**src/common/dcu_defines.svh**
```systemverilog
// constants for the converter input update control block
// assumes inclusion by bare name from design and bench files
`ifndef DCU_DEFINES_SVH
`define DCU_DEFINES_SVH

// ****************************************
// register byte addresses
// ****************************************
`define DCU_OFF_CONTROL    8'h00
`define DCU_OFF_VALUE_LOW  8'h04
`define DCU_OFF_VALUE_HIGH 8'h08
`define DCU_OFF_STATUS     8'h0c

// ****************************************
// control field positions
// ****************************************
`define DCU_BIT_ENABLE     0
`define DCU_BIT_LEFT       2
`define DCU_BIT_TSEL_LO    4
`define DCU_BIT_TSEL_HI    6
`define DCU_BIT_AUTO       7
`define DCU_CONTROL_MASK   8'hf5

// ****************************************
// reset values and timing
// ****************************************
`define DCU_RST_BYTE       8'h00
`define DCU_CLK_MHZ        25
`define DCU_CONV_NS        200
`define DCU_CONV_CYCLES    ((`DCU_CONV_NS * `DCU_CLK_MHZ + 999) / 1000)

`endif

```
**src/common/dcu_pkg.sv**
```systemverilog
// types for the converter input update control block
// assumes dcu_defines.svh is on the include path
package dcu_pkg;
   // trigger source codes
   typedef enum logic [2:0] {
      DCU_TS_CMP0  = 3'b000,
      DCU_TS_CMP1  = 3'b001,
      DCU_TS_EXT0  = 3'b010,
      DCU_TS_RES3  = 3'b011,
      DCU_TS_RES4  = 3'b100,
      DCU_TS_RES5  = 3'b101,
      DCU_TS_T1OVF = 3'b110,
      DCU_TS_T1CAP = 3'b111
   } dcu_tsel_t;

   // on-chip interrupt flag levels
   typedef struct packed {
      logic cmp0;
      logic cmp1;
      logic ext0;
      logic t1_ovf;
      logic t1_cap;
   } dcu_flags_t;

   // value driven to the analog core
   typedef struct packed {
      logic       enable;
      logic [9:0] value;
   } dcu_core_t;

   // conversion sequencer
   typedef enum logic [0:0] {
      DCU_IDLE = 1'b0,
      DCU_BUSY = 1'b1
   } dcu_state_t;
endpackage

```
**src/verilog/dcu_trigger.sv**
```systemverilog
// trigger selection and rising edge detection
// assumes flag inputs already on aclk
`timescale 1ns/1ps
`include "dcu_defines.svh"
module dcu_trigger (
   // clock and reset
   input  wire logic              aclk,
   input  wire logic              aresetn,
   // selection
   input  wire logic              auto_trigger_enable,
   input  wire dcu_pkg::dcu_tsel_t trigger_select,
   input  wire dcu_pkg::dcu_flags_t flags,
   // event
   output logic                   trigger_edge
);
   import dcu_pkg::*;

   logic sel_level;
   logic sel_prev;

   // pick the selected flag; reserved codes give no trigger
   always_comb begin
      unique case (trigger_select)
         DCU_TS_CMP0:  sel_level = flags.cmp0;
         DCU_TS_CMP1:  sel_level = flags.cmp1;
         DCU_TS_EXT0:  sel_level = flags.ext0;
         DCU_TS_T1OVF: sel_level = flags.t1_ovf;
         DCU_TS_T1CAP: sel_level = flags.t1_cap;
         DCU_TS_RES3,
         DCU_TS_RES4,
         DCU_TS_RES5:  sel_level = 1'b0;
      endcase
   end

   // previous level of the selected flag
   always_ff @(posedge aclk) begin
      if (!aresetn) begin
         sel_prev <= 1'b0;
      end else begin
         sel_prev <= sel_level;
      end
   end

   // edge only counts in auto mode; flag level alone fires only on a select change from a low flag to a high one
   assign trigger_edge = auto_trigger_enable & sel_level & ~sel_prev;
endmodule

```
**src/verilog/dcu_core.sv**
```systemverilog
// converter input update control with axi4-lite register slave
// assumes flags come from aclk logic on chip; analog core outside
//
// The implementer's own choices: the AXI4-Lite interface to the registers and the address map.
`timescale 1ns/1ps
`include "dcu_defines.svh"
module dcu_core (
   // clock and reset
   input  wire logic                aclk,
   input  wire logic                aresetn,
   // axi4-lite write address
   input  wire logic [7:0]          s_axi_awaddr,
   input  wire logic                s_axi_awvalid,
   output logic                     s_axi_awready,
   // axi4-lite write data
   input  wire logic [31:0]         s_axi_wdata,
   input  wire logic [3:0]          s_axi_wstrb,
   input  wire logic                s_axi_wvalid,
   output logic                     s_axi_wready,
   // axi4-lite write response
   output logic [1:0]               s_axi_bresp,
   output logic                     s_axi_bvalid,
   input  wire logic                s_axi_bready,
   // axi4-lite read address
   input  wire logic [7:0]          s_axi_araddr,
   input  wire logic                s_axi_arvalid,
   output logic                     s_axi_arready,
   // axi4-lite read data
   output logic [31:0]              s_axi_rdata,
   output logic [1:0]               s_axi_rresp,
   output logic                     s_axi_rvalid,
   input  wire logic                s_axi_rready,
   // interrupt flag sources
   input  wire dcu_pkg::dcu_flags_t flags,
   // analog core
   output dcu_pkg::dcu_core_t       core
);
   import dcu_pkg::*;

   // ****************************************
   // storage
   // ****************************************
   logic [7:0]  converter_control;
   logic [7:0]  converter_value_low;
   logic [7:0]  converter_value_high;
   logic [9:0]  shadow;
   logic        low_pending;
   logic        high_seen;
   dcu_state_t  state;
   logic [3:0]  conv_cnt;
   logic [7:0]  aw_addr;
   logic        aw_held;
   logic [31:0] w_data;
   logic        w_held;
   logic        w_lane0;
   logic [7:0]  next_rdata;
   logic        trigger_edge;
   logic        wr_fire;
   logic        wr_low;
   logic        wr_high;
   logic        wr_ctrl;
   logic        do_update;
   logic [9:0]  assembled;

   localparam logic [3:0] CONV_LAST = 4'(`DCU_CONV_CYCLES - 1);

   // map register address to a known slot
   function automatic logic addr_ok(input logic [7:0] a);
      addr_ok = (a == `DCU_OFF_CONTROL) || (a == `DCU_OFF_VALUE_LOW) ||
                (a == `DCU_OFF_VALUE_HIGH) || (a == `DCU_OFF_STATUS);
   endfunction

   // ****************************************
   // axi4-lite write path
   // ****************************************
   assign s_axi_awready = ~aw_held & ~s_axi_bvalid;
   assign s_axi_wready  = ~w_held & ~s_axi_bvalid;
   assign wr_fire       = aw_held & w_held & ~s_axi_bvalid;

   // hold address and data until both are in
   always_ff @(posedge aclk) begin
      if (!aresetn) begin
         aw_held <= 1'b0;
         w_held  <= 1'b0;
         aw_addr <= 8'h00;
         w_data  <= 32'h0000_0000;
         w_lane0 <= 1'b0;
      end else begin
         if (s_axi_awvalid && s_axi_awready) begin
            aw_held <= 1'b1;
            aw_addr <= s_axi_awaddr;
         end else if (wr_fire) begin
            aw_held <= 1'b0;
         end
         if (s_axi_wvalid && s_axi_wready) begin
            w_held <= 1'b1;
            w_data <= s_axi_wdata;
            w_lane0 <= s_axi_wstrb[0]; // strobe belongs to the data beat
         end else if (wr_fire) begin
            w_held <= 1'b0;
         end
      end
   end

   // response, slverr on unmapped address
   always_ff @(posedge aclk) begin
      if (!aresetn) begin
         s_axi_bvalid <= 1'b0;
         s_axi_bresp  <= 2'b00;
      end else if (wr_fire) begin
         s_axi_bvalid <= 1'b1;
         s_axi_bresp  <= addr_ok(aw_addr) ? 2'b00 : 2'b10;
      end else if (s_axi_bready) begin
         s_axi_bvalid <= 1'b0;
      end
   end

   // byte lane 0, captured with the data, carries every register
   assign wr_ctrl = wr_fire & (aw_addr == `DCU_OFF_CONTROL) & w_lane0;
   assign wr_low  = wr_fire & (aw_addr == `DCU_OFF_VALUE_LOW) & w_lane0;
   assign wr_high = wr_fire & (aw_addr == `DCU_OFF_VALUE_HIGH) & w_lane0;

   // control register, reserved bits masked
   always_ff @(posedge aclk) begin
      if (!aresetn) begin
         converter_control <= `DCU_RST_BYTE;
      end else if (wr_ctrl) begin
         converter_control <= w_data[7:0] & `DCU_CONTROL_MASK;
      end
   end

   // data byte registers; unused bits follow the layout in force
   always_ff @(posedge aclk) begin
      if (!aresetn) begin
         converter_value_low  <= `DCU_RST_BYTE;
         converter_value_high <= `DCU_RST_BYTE;
      end else begin
         if (wr_low) begin
            converter_value_low <= converter_control[`DCU_BIT_LEFT] ?
                                   {w_data[7:6], 6'h00} : w_data[7:0];
         end
         if (wr_high) begin
            converter_value_high <= converter_control[`DCU_BIT_LEFT] ?
                                    w_data[7:0] : {6'h00, w_data[1:0]};
         end
      end
   end

   // ****************************************
   // axi4-lite read path
   // ****************************************
   assign s_axi_arready = ~s_axi_rvalid;

   // read mux; shadow never visible
   always_comb begin
      unique case (s_axi_araddr)
         `DCU_OFF_CONTROL:    next_rdata = converter_control;
         `DCU_OFF_VALUE_LOW:  next_rdata = converter_value_low;
         `DCU_OFF_VALUE_HIGH: next_rdata = converter_value_high;
         `DCU_OFF_STATUS:     next_rdata = {6'h00, low_pending, state == DCU_BUSY};
         default:             next_rdata = 8'h00;
      endcase
   end

   // read answer one cycle after address
   always_ff @(posedge aclk) begin
      if (!aresetn) begin
         s_axi_rvalid <= 1'b0;
         s_axi_rdata  <= 32'h0000_0000;
         s_axi_rresp  <= 2'b00;
      end else if (s_axi_arvalid && s_axi_arready) begin
         s_axi_rvalid <= 1'b1;
         s_axi_rdata  <= {24'h00_0000, next_rdata};
         s_axi_rresp  <= addr_ok(s_axi_araddr) ? 2'b00 : 2'b10;
      end else if (s_axi_rready) begin
         s_axi_rvalid <= 1'b0;
      end
   end

   // ****************************************
   // trigger and conversion
   // ****************************************
   dcu_trigger u_trigger (
      .aclk                (aclk),
      .aresetn             (aresetn),
      .auto_trigger_enable (converter_control[`DCU_BIT_AUTO]),
      .trigger_select      (dcu_tsel_t'(converter_control[`DCU_BIT_TSEL_HI:`DCU_BIT_TSEL_LO])),
      .flags               (flags),
      .trigger_edge        (trigger_edge)
   );

   // conversion window; edges inside it are dropped
   always_ff @(posedge aclk) begin
      if (!aresetn) begin
         state    <= DCU_IDLE;
         conv_cnt <= 4'h0;
      end else begin
         unique case (state)
            DCU_IDLE: begin
               if (do_update) begin
                  state    <= DCU_BUSY;
                  conv_cnt <= 4'h0;
               end
            end
            DCU_BUSY: begin
               if (conv_cnt == CONV_LAST) begin
                  state <= DCU_IDLE;
               end else begin
                  conv_cnt <= conv_cnt + 4'h1;
               end
            end
         endcase
      end
   end

   // pairing guard: low write arms, high write completes
   always_ff @(posedge aclk) begin
      if (!aresetn) begin
         low_pending <= 1'b0;
         high_seen   <= 1'b0;
      end else begin
         if (wr_high) begin
            low_pending <= 1'b0;
            high_seen   <= 1'b1;
         end else if (wr_low) begin
            low_pending <= 1'b1;
            high_seen   <= 1'b0;
         end
      end
   end

   // update source depends on mode
   assign do_update = converter_control[`DCU_BIT_AUTO] ?
                      (trigger_edge & (state == DCU_IDLE) & high_seen & ~low_pending) :
                      wr_high;

   // bytes assembled per present layout; high byte taken from the bus on its write
   always_comb begin
      logic [7:0] hi;
      hi = wr_high ? w_data[7:0] : converter_value_high;
      if (converter_control[`DCU_BIT_LEFT]) begin
         assembled = {hi, converter_value_low[7:6]};
      end else begin
         assembled = {hi[1:0], converter_value_low};
      end
   end

   // hidden shadow value
   always_ff @(posedge aclk) begin
      if (!aresetn) begin
         shadow <= 10'h000;
      end else if (do_update) begin
         shadow <= assembled;
      end
   end

   // analog core drive
   assign core.enable = converter_control[`DCU_BIT_ENABLE];
   assign core.value  = shadow;

   // ****************************************
   // checks
   // ****************************************
   chk_shadow_normal: assert property (@(posedge aclk) disable iff (!aresetn)
      (!converter_control[`DCU_BIT_AUTO] && wr_high) |=> shadow == $past(assembled))
      else $error("shadow not loaded on high write");
   chk_low_blocks: assert property (@(posedge aclk) disable iff (!aresetn)
      low_pending && !wr_high |=> $stable(shadow))
      else $error("shadow moved while low byte pending");
   chk_busy_len: assert property (@(posedge aclk) disable iff (!aresetn)
      (state == DCU_IDLE) ##1 (state == DCU_BUSY) |-> (state == DCU_BUSY) [*5] ##1 (state == DCU_IDLE))
      else $error("conversion window length wrong");
   chk_busy_hold: assert property (@(posedge aclk) disable iff (!aresetn)
      (state == DCU_BUSY) && converter_control[`DCU_BIT_AUTO] |=> $stable(shadow))
      else $error("shadow moved during conversion");
   chk_auto_no_write: assert property (@(posedge aclk) disable iff (!aresetn)
      converter_control[`DCU_BIT_AUTO] && !trigger_edge |=> $stable(shadow))
      else $error("auto mode updated without trigger");
   chk_reserved_zero: assert property (@(posedge aclk) disable iff (!aresetn)
      (converter_control & ~`DCU_CONTROL_MASK) == 8'h00)
      else $error("reserved control bit set");
   chk_enable_out: assert property (@(posedge aclk) disable iff (!aresetn)
      wr_ctrl |=> core.enable == $past(w_data[0]))
      else $error("enable output not following control");
   chk_no_auto_trig: assert property (@(posedge aclk) disable iff (!aresetn)
      !converter_control[`DCU_BIT_AUTO] |-> !trigger_edge)
      else $error("trigger seen with auto off");
   cov_normal_update: cover property (@(posedge aclk) disable iff (!aresetn)
      wr_low ##[1:20] wr_high);
   cov_auto_update: cover property (@(posedge aclk) disable iff (!aresetn)
      converter_control[`DCU_BIT_AUTO] && do_update);
   cov_edge_dropped: cover property (@(posedge aclk) disable iff (!aresetn)
      trigger_edge && state == DCU_BUSY);
endmodule

```
**config.mk**
```make
export PLATFORM = sky130hd
export DESIGN_NAME = dcu_core
export DESIGN_NICKNAME = d
export VERILOG_FILES = /design/src/common/dcu_pkg.sv /design/src/verilog/dcu_trigger.sv /design/src/verilog/dcu_core.sv
export VERILOG_INCLUDE_DIRS = /design/src /design/src/common
export SDC_FILE = /design/constraint.sdc
export NUM_CORES = 1
export LEC_CHECK = 0
export BUFFER_PORTS_ARGS = -buffer_cell sky130_fd_sc_hd__clkbuf_2
export CORE_ASPECT_RATIO = 0.75
export CORE_UTILIZATION = 45
export DETAILED_ROUTE_END_ITERATION = 6
export GPL_ROUTABILITY_DRIVEN = 0
export PLACE_DENSITY_LB_ADDON = 0.2
export SLEW_MARGIN = 20
export SYNTH_ARGS = -nofsm -noshare
export SYNTH_HDL_FRONTEND = slang
export SYNTH_HIERARCHICAL = 1
export SYNTH_SLANG_ARGS = --single-unit
```
**constraint.sdc**
```tcl
create_clock -name aclk -period 1.7 [get_ports aclk]
set_clock_uncertainty 0.05 [all_clocks]
set_input_delay 0.34 -clock aclk [delete_from_list [all_inputs] [get_ports aclk]]
set_output_delay 0.34 -clock aclk [all_outputs]
set_load 0.05 [all_outputs]
```
==> summary.md, run 1 <==
| Metric | Value |
|---|---|
| Ys Warns | `6` |
| Period utilisation layout | `104%` |
| DP Wirelength | `6.07 mm` |
| Cell area after layout | `4330 um2` |
| Crit path capture type | `flop` |
| Syn Area/Cell | `8.61 um2` |
| Synth Cell Area | `3390 um2` |
| Core area | `7330 um2` |
| Clock Latency Late Sink | `0.34 ns` |
| Final WL | `8.30 mm` |
| Placed cells | `569` |
| Final Util | `59.1%` |
| Final worst slack | `-0.0653 ns` |
| CTS tree | `done` |
| Total track usage | `23.0%` |
| Leak pwr | `1.85 nW` |
| Reg clk slew, reported paths | `0.08 ns` |
| Area grow syn2layout | `27.7%` |
| Commonest cells after routing, fill and taps aside | `dfxtp_1, clkbuf_2, nand2_1` |
| First-pass GRT wire length | `14.0 mm` |
| Setup crit start kind | `flop` |
| CTS H-tree lvls | `3` |
| Xor/xnor share of the synthesized area | `0%` |
| Clock power frac | `38.0%` |
| Failing checks | `negative setup slack` |
| TritonCTS Buffers | `9` |
| Worst Path Class, Setup | `reg2reg` |
| CP Data Arrival Time | `1.93 ns` |
| Peak supply drop | `419 uV` |
| Row count | `27` |
| 1st-iter DRT viols | `180` |
| CTS Buffer Depth | `2` |
| Synth Area in Compound Gates | `16.9%` |
| Power share of the sequential group | `49.3%` |
| Initial antenna violation count | `0` |
| CP required | `1.86 ns` |
| TNS Setup | `-0.363 ns` |
| Pre-CTS setup slack | `-0.379 ns` |
| Async SR Flop Fraction | `0%` |
| NetSw | `0.995 mW` |
| Post-synth cell types | `51` |
| TritonRoute pass-1 iters | `4` |
| Max Clk Rate | `0.566 GHz` |
| Number of flops mapped to enable cells by yosys | `0` |
| Die X | `102 um` |
| PwrDens | `816 nW/um2` |
| Via count | `2982` |
| Layout Cells excl Fill | `591` |
| # setup viols final | `12` |
| Starting Density | `46.3%` |
| Max-cap viol count | `0` |
| Yosys reg bits | `71` |
| Cts hold-fix bufs | `0` |
| Final Max Slew Viols | `0` |
| Status | `finished with violations` |
| Internal | `2.54 mW` |
| Comb pwr share | `12.7%` |
| Post-synthesis sequential area ratio | `41.9%` |
| Largest family of logic cells by synthesized area | `simple AND/OR/NAND/NOR gates` |
| Simple-gate portion of the synthesized area | `22.7%` |
| Commonest non-fill, non-tap cell in the layout | `dfxtp_1` |
| Final Power | `3.53 mW` |
| Final net count | `551` |
| Commonest register cell after synthesis | `dfxtp_1` |
| GR Overflow Total | `0` |
| Share of post-route cells with drive strength above 1 | `32.4%` |
| Mux share of post-synthesis cell area | `7.78%` |
| Ports | `116` |
| Synth Area in Adders | `0.738%` |
| Endpoints failing hold | `0` |
| Worst hold path class | `in2reg` |
| Post-route DRC violation count | `0` |
| RSZ-0062 raised after global routing | `yes` |
| CTS Root Cell | `clkbuf_8` |
| Final hold slack | `0.156 ns` |
| Critical path peak fanout | `7` |
| PortBufs | `62` |
| Vias per cell | `5.05` |
| Switching share of power | `28.2%` |
| Vias in the first global route | `2819` |
| Antenna Nets Post-Route | `0` |
| Mapped Cells | `394` |
| Inserted Diodes | `0` |
| Cell Area, Placed | `3920 um2` |
| # clock sinks | `71` |
| Final min period | `1.77 ns` |
| Die Ht | `77.2 um` |
| Routed length per instance | `14.0 um` |
| Largest net degree at the start of global routing | `57` |
| Die footprint | `7890 um2` |
kinds of logic (layout without fill, tap and decap cells):
group | count (synthesis) | count (layout)
AOI/OAI and AO/OA | 89 | 89
buffers and inverters | 58 | 129
and+or+nand+nor | 148 | 148
adders and majority gates | 2 | 2
DFF | 71 | 71
muxes | 25 | 25
other | 1 | 26
sequential cells by signal (all words and copies together) (netlist names), 4 cells and up:
| name | cells |
|---|---|
| shadow | 10 |
| w_data | 8 |
| converter_value_low | 8 |
| converter_value_high | 8 |
| conv_cnt | 4 |
| s_axi_rdata | 8 |
| converter_control | 6 |
| aw_addr | 8 |
critical path: stages, from the launching register on:
cell      delay [ns]
dfxtp_2         0.34
or2b_1          0.16
a21oi_2         0.07
nor4_4          0.35
nand4_1         0.12
buf_4           0.18
buf_6           0.14
nand4_1         0.10
o221ai_1        0.12
power by group through the flow:
stage / clock [mW] / sequential (mW) / combinational [mW]
detailed placement: 0 / 1.78 / 0.434
global placement: 0 / 1.78 / 0.428
floorplan: 0 / 1.79 / 0.348
global route: 1.45 / 1.75 / 0.489
finish: 1.34 / 1.74 / 0.449
CTS: 1.37 / 1.74 / 0.447
final timing paths:
kind                   startpoint          to  slack, ns  cells after the start
min               s_axi_awaddr[4]  aw_addr[4]       0.16                      3
min reg2reg            aw_addr[5]  aw_addr[5]       0.41                      2
max reg2reg  converter_control[6]   shadow[2]      -0.07                      8
max          converter_control[6]   shadow[2]      -0.07                      8
synthesized netlist by cell type, types with 2 or more instances:
library cell	n	area, um2
dfxtp_1	71	1420
nand2_1	55	206
a21oi_1	39	195
nor2_1	30	113
buf_4	28	210
mux2i_1	23	230
clkbuf_1	15	56.3
nor2b_1	15	93.8
o21ai_0	11	55.1
inv_1	10	37.5
nand3_1	9	45.0
a22oi_1	8	60.1
nand4_1	7	43.8
a211oi_1	6	45.0
o2bb2ai_1	5	43.8
a32o_1	4	40.0
or3b_1	4	35.0
and2_1	3	18.8
and4_1	3	26.3
buf_1	3	11.3
nand2b_1	3	18.8
a21oi_2	2	17.5
and3b_1	2	17.5
ha_1	2	25.0
nand3b_1	2	15.0
nor4_1	2	12.5
o211a_1	2	20.0
o21a_1	2	15.0
o221ai_1	2	17.5
o22ai_1	2	12.5
o32ai_1	2	17.5
or2_2	2	12.5
or2b_1	2	15.0
per-layer routing:
metal  vias to the layer above  part of all wire (%)  GRT usage, %
met5                         -                     0             0
met1                      1383                    49          33.1
met3                         4                   6.1          6.47
met2                        72                    44          33.0
met4                         0                  0.51          6.86
li1                       1523                     -             -
what timing repair did:
item	in CTS	in global routing
hold endpoints to repair	0	0
setup buffers	4	2
endpoints found under the setup margin	15	29
pin swaps	4	7
resized for setup	35	12
cloned	0	0
layout make-up:
| cell class | count | area (um2) |
|---|---|---|
| fill | 698 | 3000 |
| clock buffer | 10 | 138 |
| tap | 101 | 126 |
| clock inverter | 6 | 60.1 |
| timing repair buffer | 103 | 667 |
| inverter | 10 | 37.5 |
| sequential | 71 | 1430 |
| multi-input combinational | 290 | 1870 |
Power figures use the tool's default switching activity.
==> run 2, diff against run 1 <==
==> constraint.sdc (replaced) <==
create_clock -name aclk -period 1.7 [get_ports aclk]
set_clock_uncertainty 0.05 [all_clocks]
set_input_delay 0.255 -clock aclk [delete_from_list [all_inputs] [get_ports aclk]]
set_output_delay 0.255 -clock aclk [all_outputs]
set_load 0.05 [all_outputs]
==> run 2 against run 1 <==
  * Clock power is 9% lower
  * Worst setup slack better by 0.033 ns
  * Final cell count is 0.85% lower
  * Combinational power is 2% lower
  * Non-clock buffer count is 5 lower
  * Clock-buffer cell count is 3 higher
  * Critical endpoint is now conv_cnt[1]
  * Critical path type unchanged
  * Utilization is 1.5 points lower
  * Cell area is 2.6% lower
  * The run still ends with negative setup slack left
  * First-iteration DRC count is 16% lower
  * Hold slack worse by 0.084 ns
  * Fmax is 1.9% higher
==> summary.md, run 2 (same netlist as run 1, synthesis figures left out) <==
| Metric | Value |
|---|---|
| Max reg flops | `10` |
| Final hold slack | `0.0716 ns` |
| First-pass GRT wire length | `13.5 mm` |
| Max Clk Rate | `0.577 GHz` |
| Cell area after layout | `4220 um2` |
| Core area | `7330 um2` |
| M1 GR Usage | `33.2%` |
| Leak pwr | `1.84 nW` |
| Die footprint | `7890 um2` |
| Failing checks | `negative setup slack` |
| Antenna Nets Post-Route | `0` |
| Comb pwr share | `13.0%` |
| NetSw | `0.976 mW` |
| Clock Latency Late Sink | `0.34 ns` |
| Row count | `27` |
| CTS tree | `done` |
| Final Power | `3.40 mW` |
| # clock sinks | `71` |
| Max-cap viol count | `0` |
| Commonest non-fill, non-tap cell in the layout | `dfxtp_1` |
| Total track usage | `22.4%` |
| Initial antenna violation count | `0` |
| Final worst slack | `-0.0321 ns` |
| # setup viols final | `12` |
| CP required | `1.88 ns` |
| Fill count | `683` |
| TNS Setup | `-0.239 ns` |
| Top Usage Layer GRT | `met1` |
| Area of the multi-input gates | `1840 um2` |
| Via count | `3005` |
| Share of post-route cells with drive strength above 1 | `31.3%` |
| CP Data Arrival Time | `1.91 ns` |
| PortBufs | `62` |
| Cell Area, Placed | `3890 um2` |
| Crit path capture type | `flop` |
| CTS Root Cell | `clkbuf_8` |
| Ports | `116` |
| Period utilisation layout | `102%` |
| R2R Setup Slk | `-0.03 ns` |
| TritonCTS Buffers | `9` |
| GR Overflow Total | `0` |
| Final Max Slew Viols | `0` |
| Power share of the sequential group | `51.2%` |
| Area grow syn2layout | `24.5%` |
| Vias per cell | `5.13` |
| Critical path peak fanout | `5` |
| Internal | `2.43 mW` |
| Peak supply drop | `451 uV` |
| DP Wirelength | `5.96 mm` |
| CTS Buffer Depth | `2` |
| Worst Path Class, Setup | `reg2reg` |
| TritonRoute pass-1 iters | `4` |
| GR Util met2 | `31.9%` |
| Die Ht | `77.2 um` |
| Endpoints failing hold | `0` |
| Largest net degree at the start of global routing | `57` |
| Final min period | `1.73 ns` |
| Cts hold-fix bufs | `0` |
| Final net count | `546` |
| GRT met3 Usage | `6.75%` |
| Final WL | `8.31 mm` |
| Starting Density | `46.3%` |
| Setup crit start kind | `flop` |
| Status | `finished with violations` |
| Commonest cells after routing, fill and taps aside | `dfxtp_1, clkbuf_2, nand2_1` |
| CTS H-tree lvls | `3` |
| Inserted Diodes | `0` |
| Reg area | `1430 um2` |
| Vias in the first global route | `2713` |
| Routed length per instance | `14.2 um` |
| RSZ-0062 raised after global routing | `yes` |
| PwrDens | `806 nW/um2` |
| Post-route DRC violation count | `0` |
| 1st-iter DRT viols | `152` |
| Switching share of power | `28.7%` |
| Clock power frac | `35.8%` |
| Worst hold path class | `in2reg` |
| Die X | `102 um` |
| Reg clk slew, reported paths | `0.07 ns` |
| Top reg by flops | `shadow` |
==> run 2: what timing repair did <==
item,CTS,global route
setup endpoints to repair,15,22
gates resized for setup,17,21
setup buffers,1,2
pin swaps,9,9
==> run 2: cell type report <==
cell class | count | share of cell area (%)
flip-flops and latches | 71 | 33.9
clock buffers | 13 | 3.76
well taps | 101 | 2.99
repair buffers | 98 | 14.3
multi-input cells | 290 | 43.7
inverters | 10 | 0.889
clock inverters | 3 | 0.415
==> run 2: final timing paths <==
check / start / endpoint / cells after the start
max reg2reg: converter_control[6] / conv_cnt[1] / 7
min: s_axi_awaddr[4] / aw_addr[4] / 3
min reg2reg: aw_addr[6] / aw_addr[6] / 2
max: converter_control[6] / conv_cnt[1] / 7
==> run 2: per-layer routing <==
metal,part of all wire (%),vias up
met3,7.1,6
met5,0,-
met2,43,98
met4,0.51,0
met1,49,1391
li1,-,1510
==> run 2: power groups by stage <==
stage | combinational (mW) | clock, mW | sequential (mW)
after floorplan | 0.348 | 0 | 1.79
after global placement | 0.428 | 0 | 1.78
after CTS | 0.436 | 1.26 | 1.74
final | 0.442 | 1.22 | 1.74
after global routing | 0.479 | 1.35 | 1.75
after detailed placement | 0.434 | 0 | 1.78
==> run 2: through the flow <==
stage / std cells / utilization (%) / worst slack, ns
floorplan: 419 / - / 0.0105
finish: 586 / 57.6 / -0.0321
global route: 586 / 57.6 / -0.101
CTS: 584 / 56.2 / -0.0415
detailed placement: 567 / 53.1 / -0.250
global placement: 567 / 53.1 / -0.211
==> run 2: worst max-delay path: stages (launching register included) <==
cell and delay (ns):
dfxtp_4 0.36, or2b_1 0.16, a21oi_2 0.06, nor4_2 0.24, buf_4 0.16, nand4_1 0.17
a21oi_2 0.30, o22ai_1 0.11
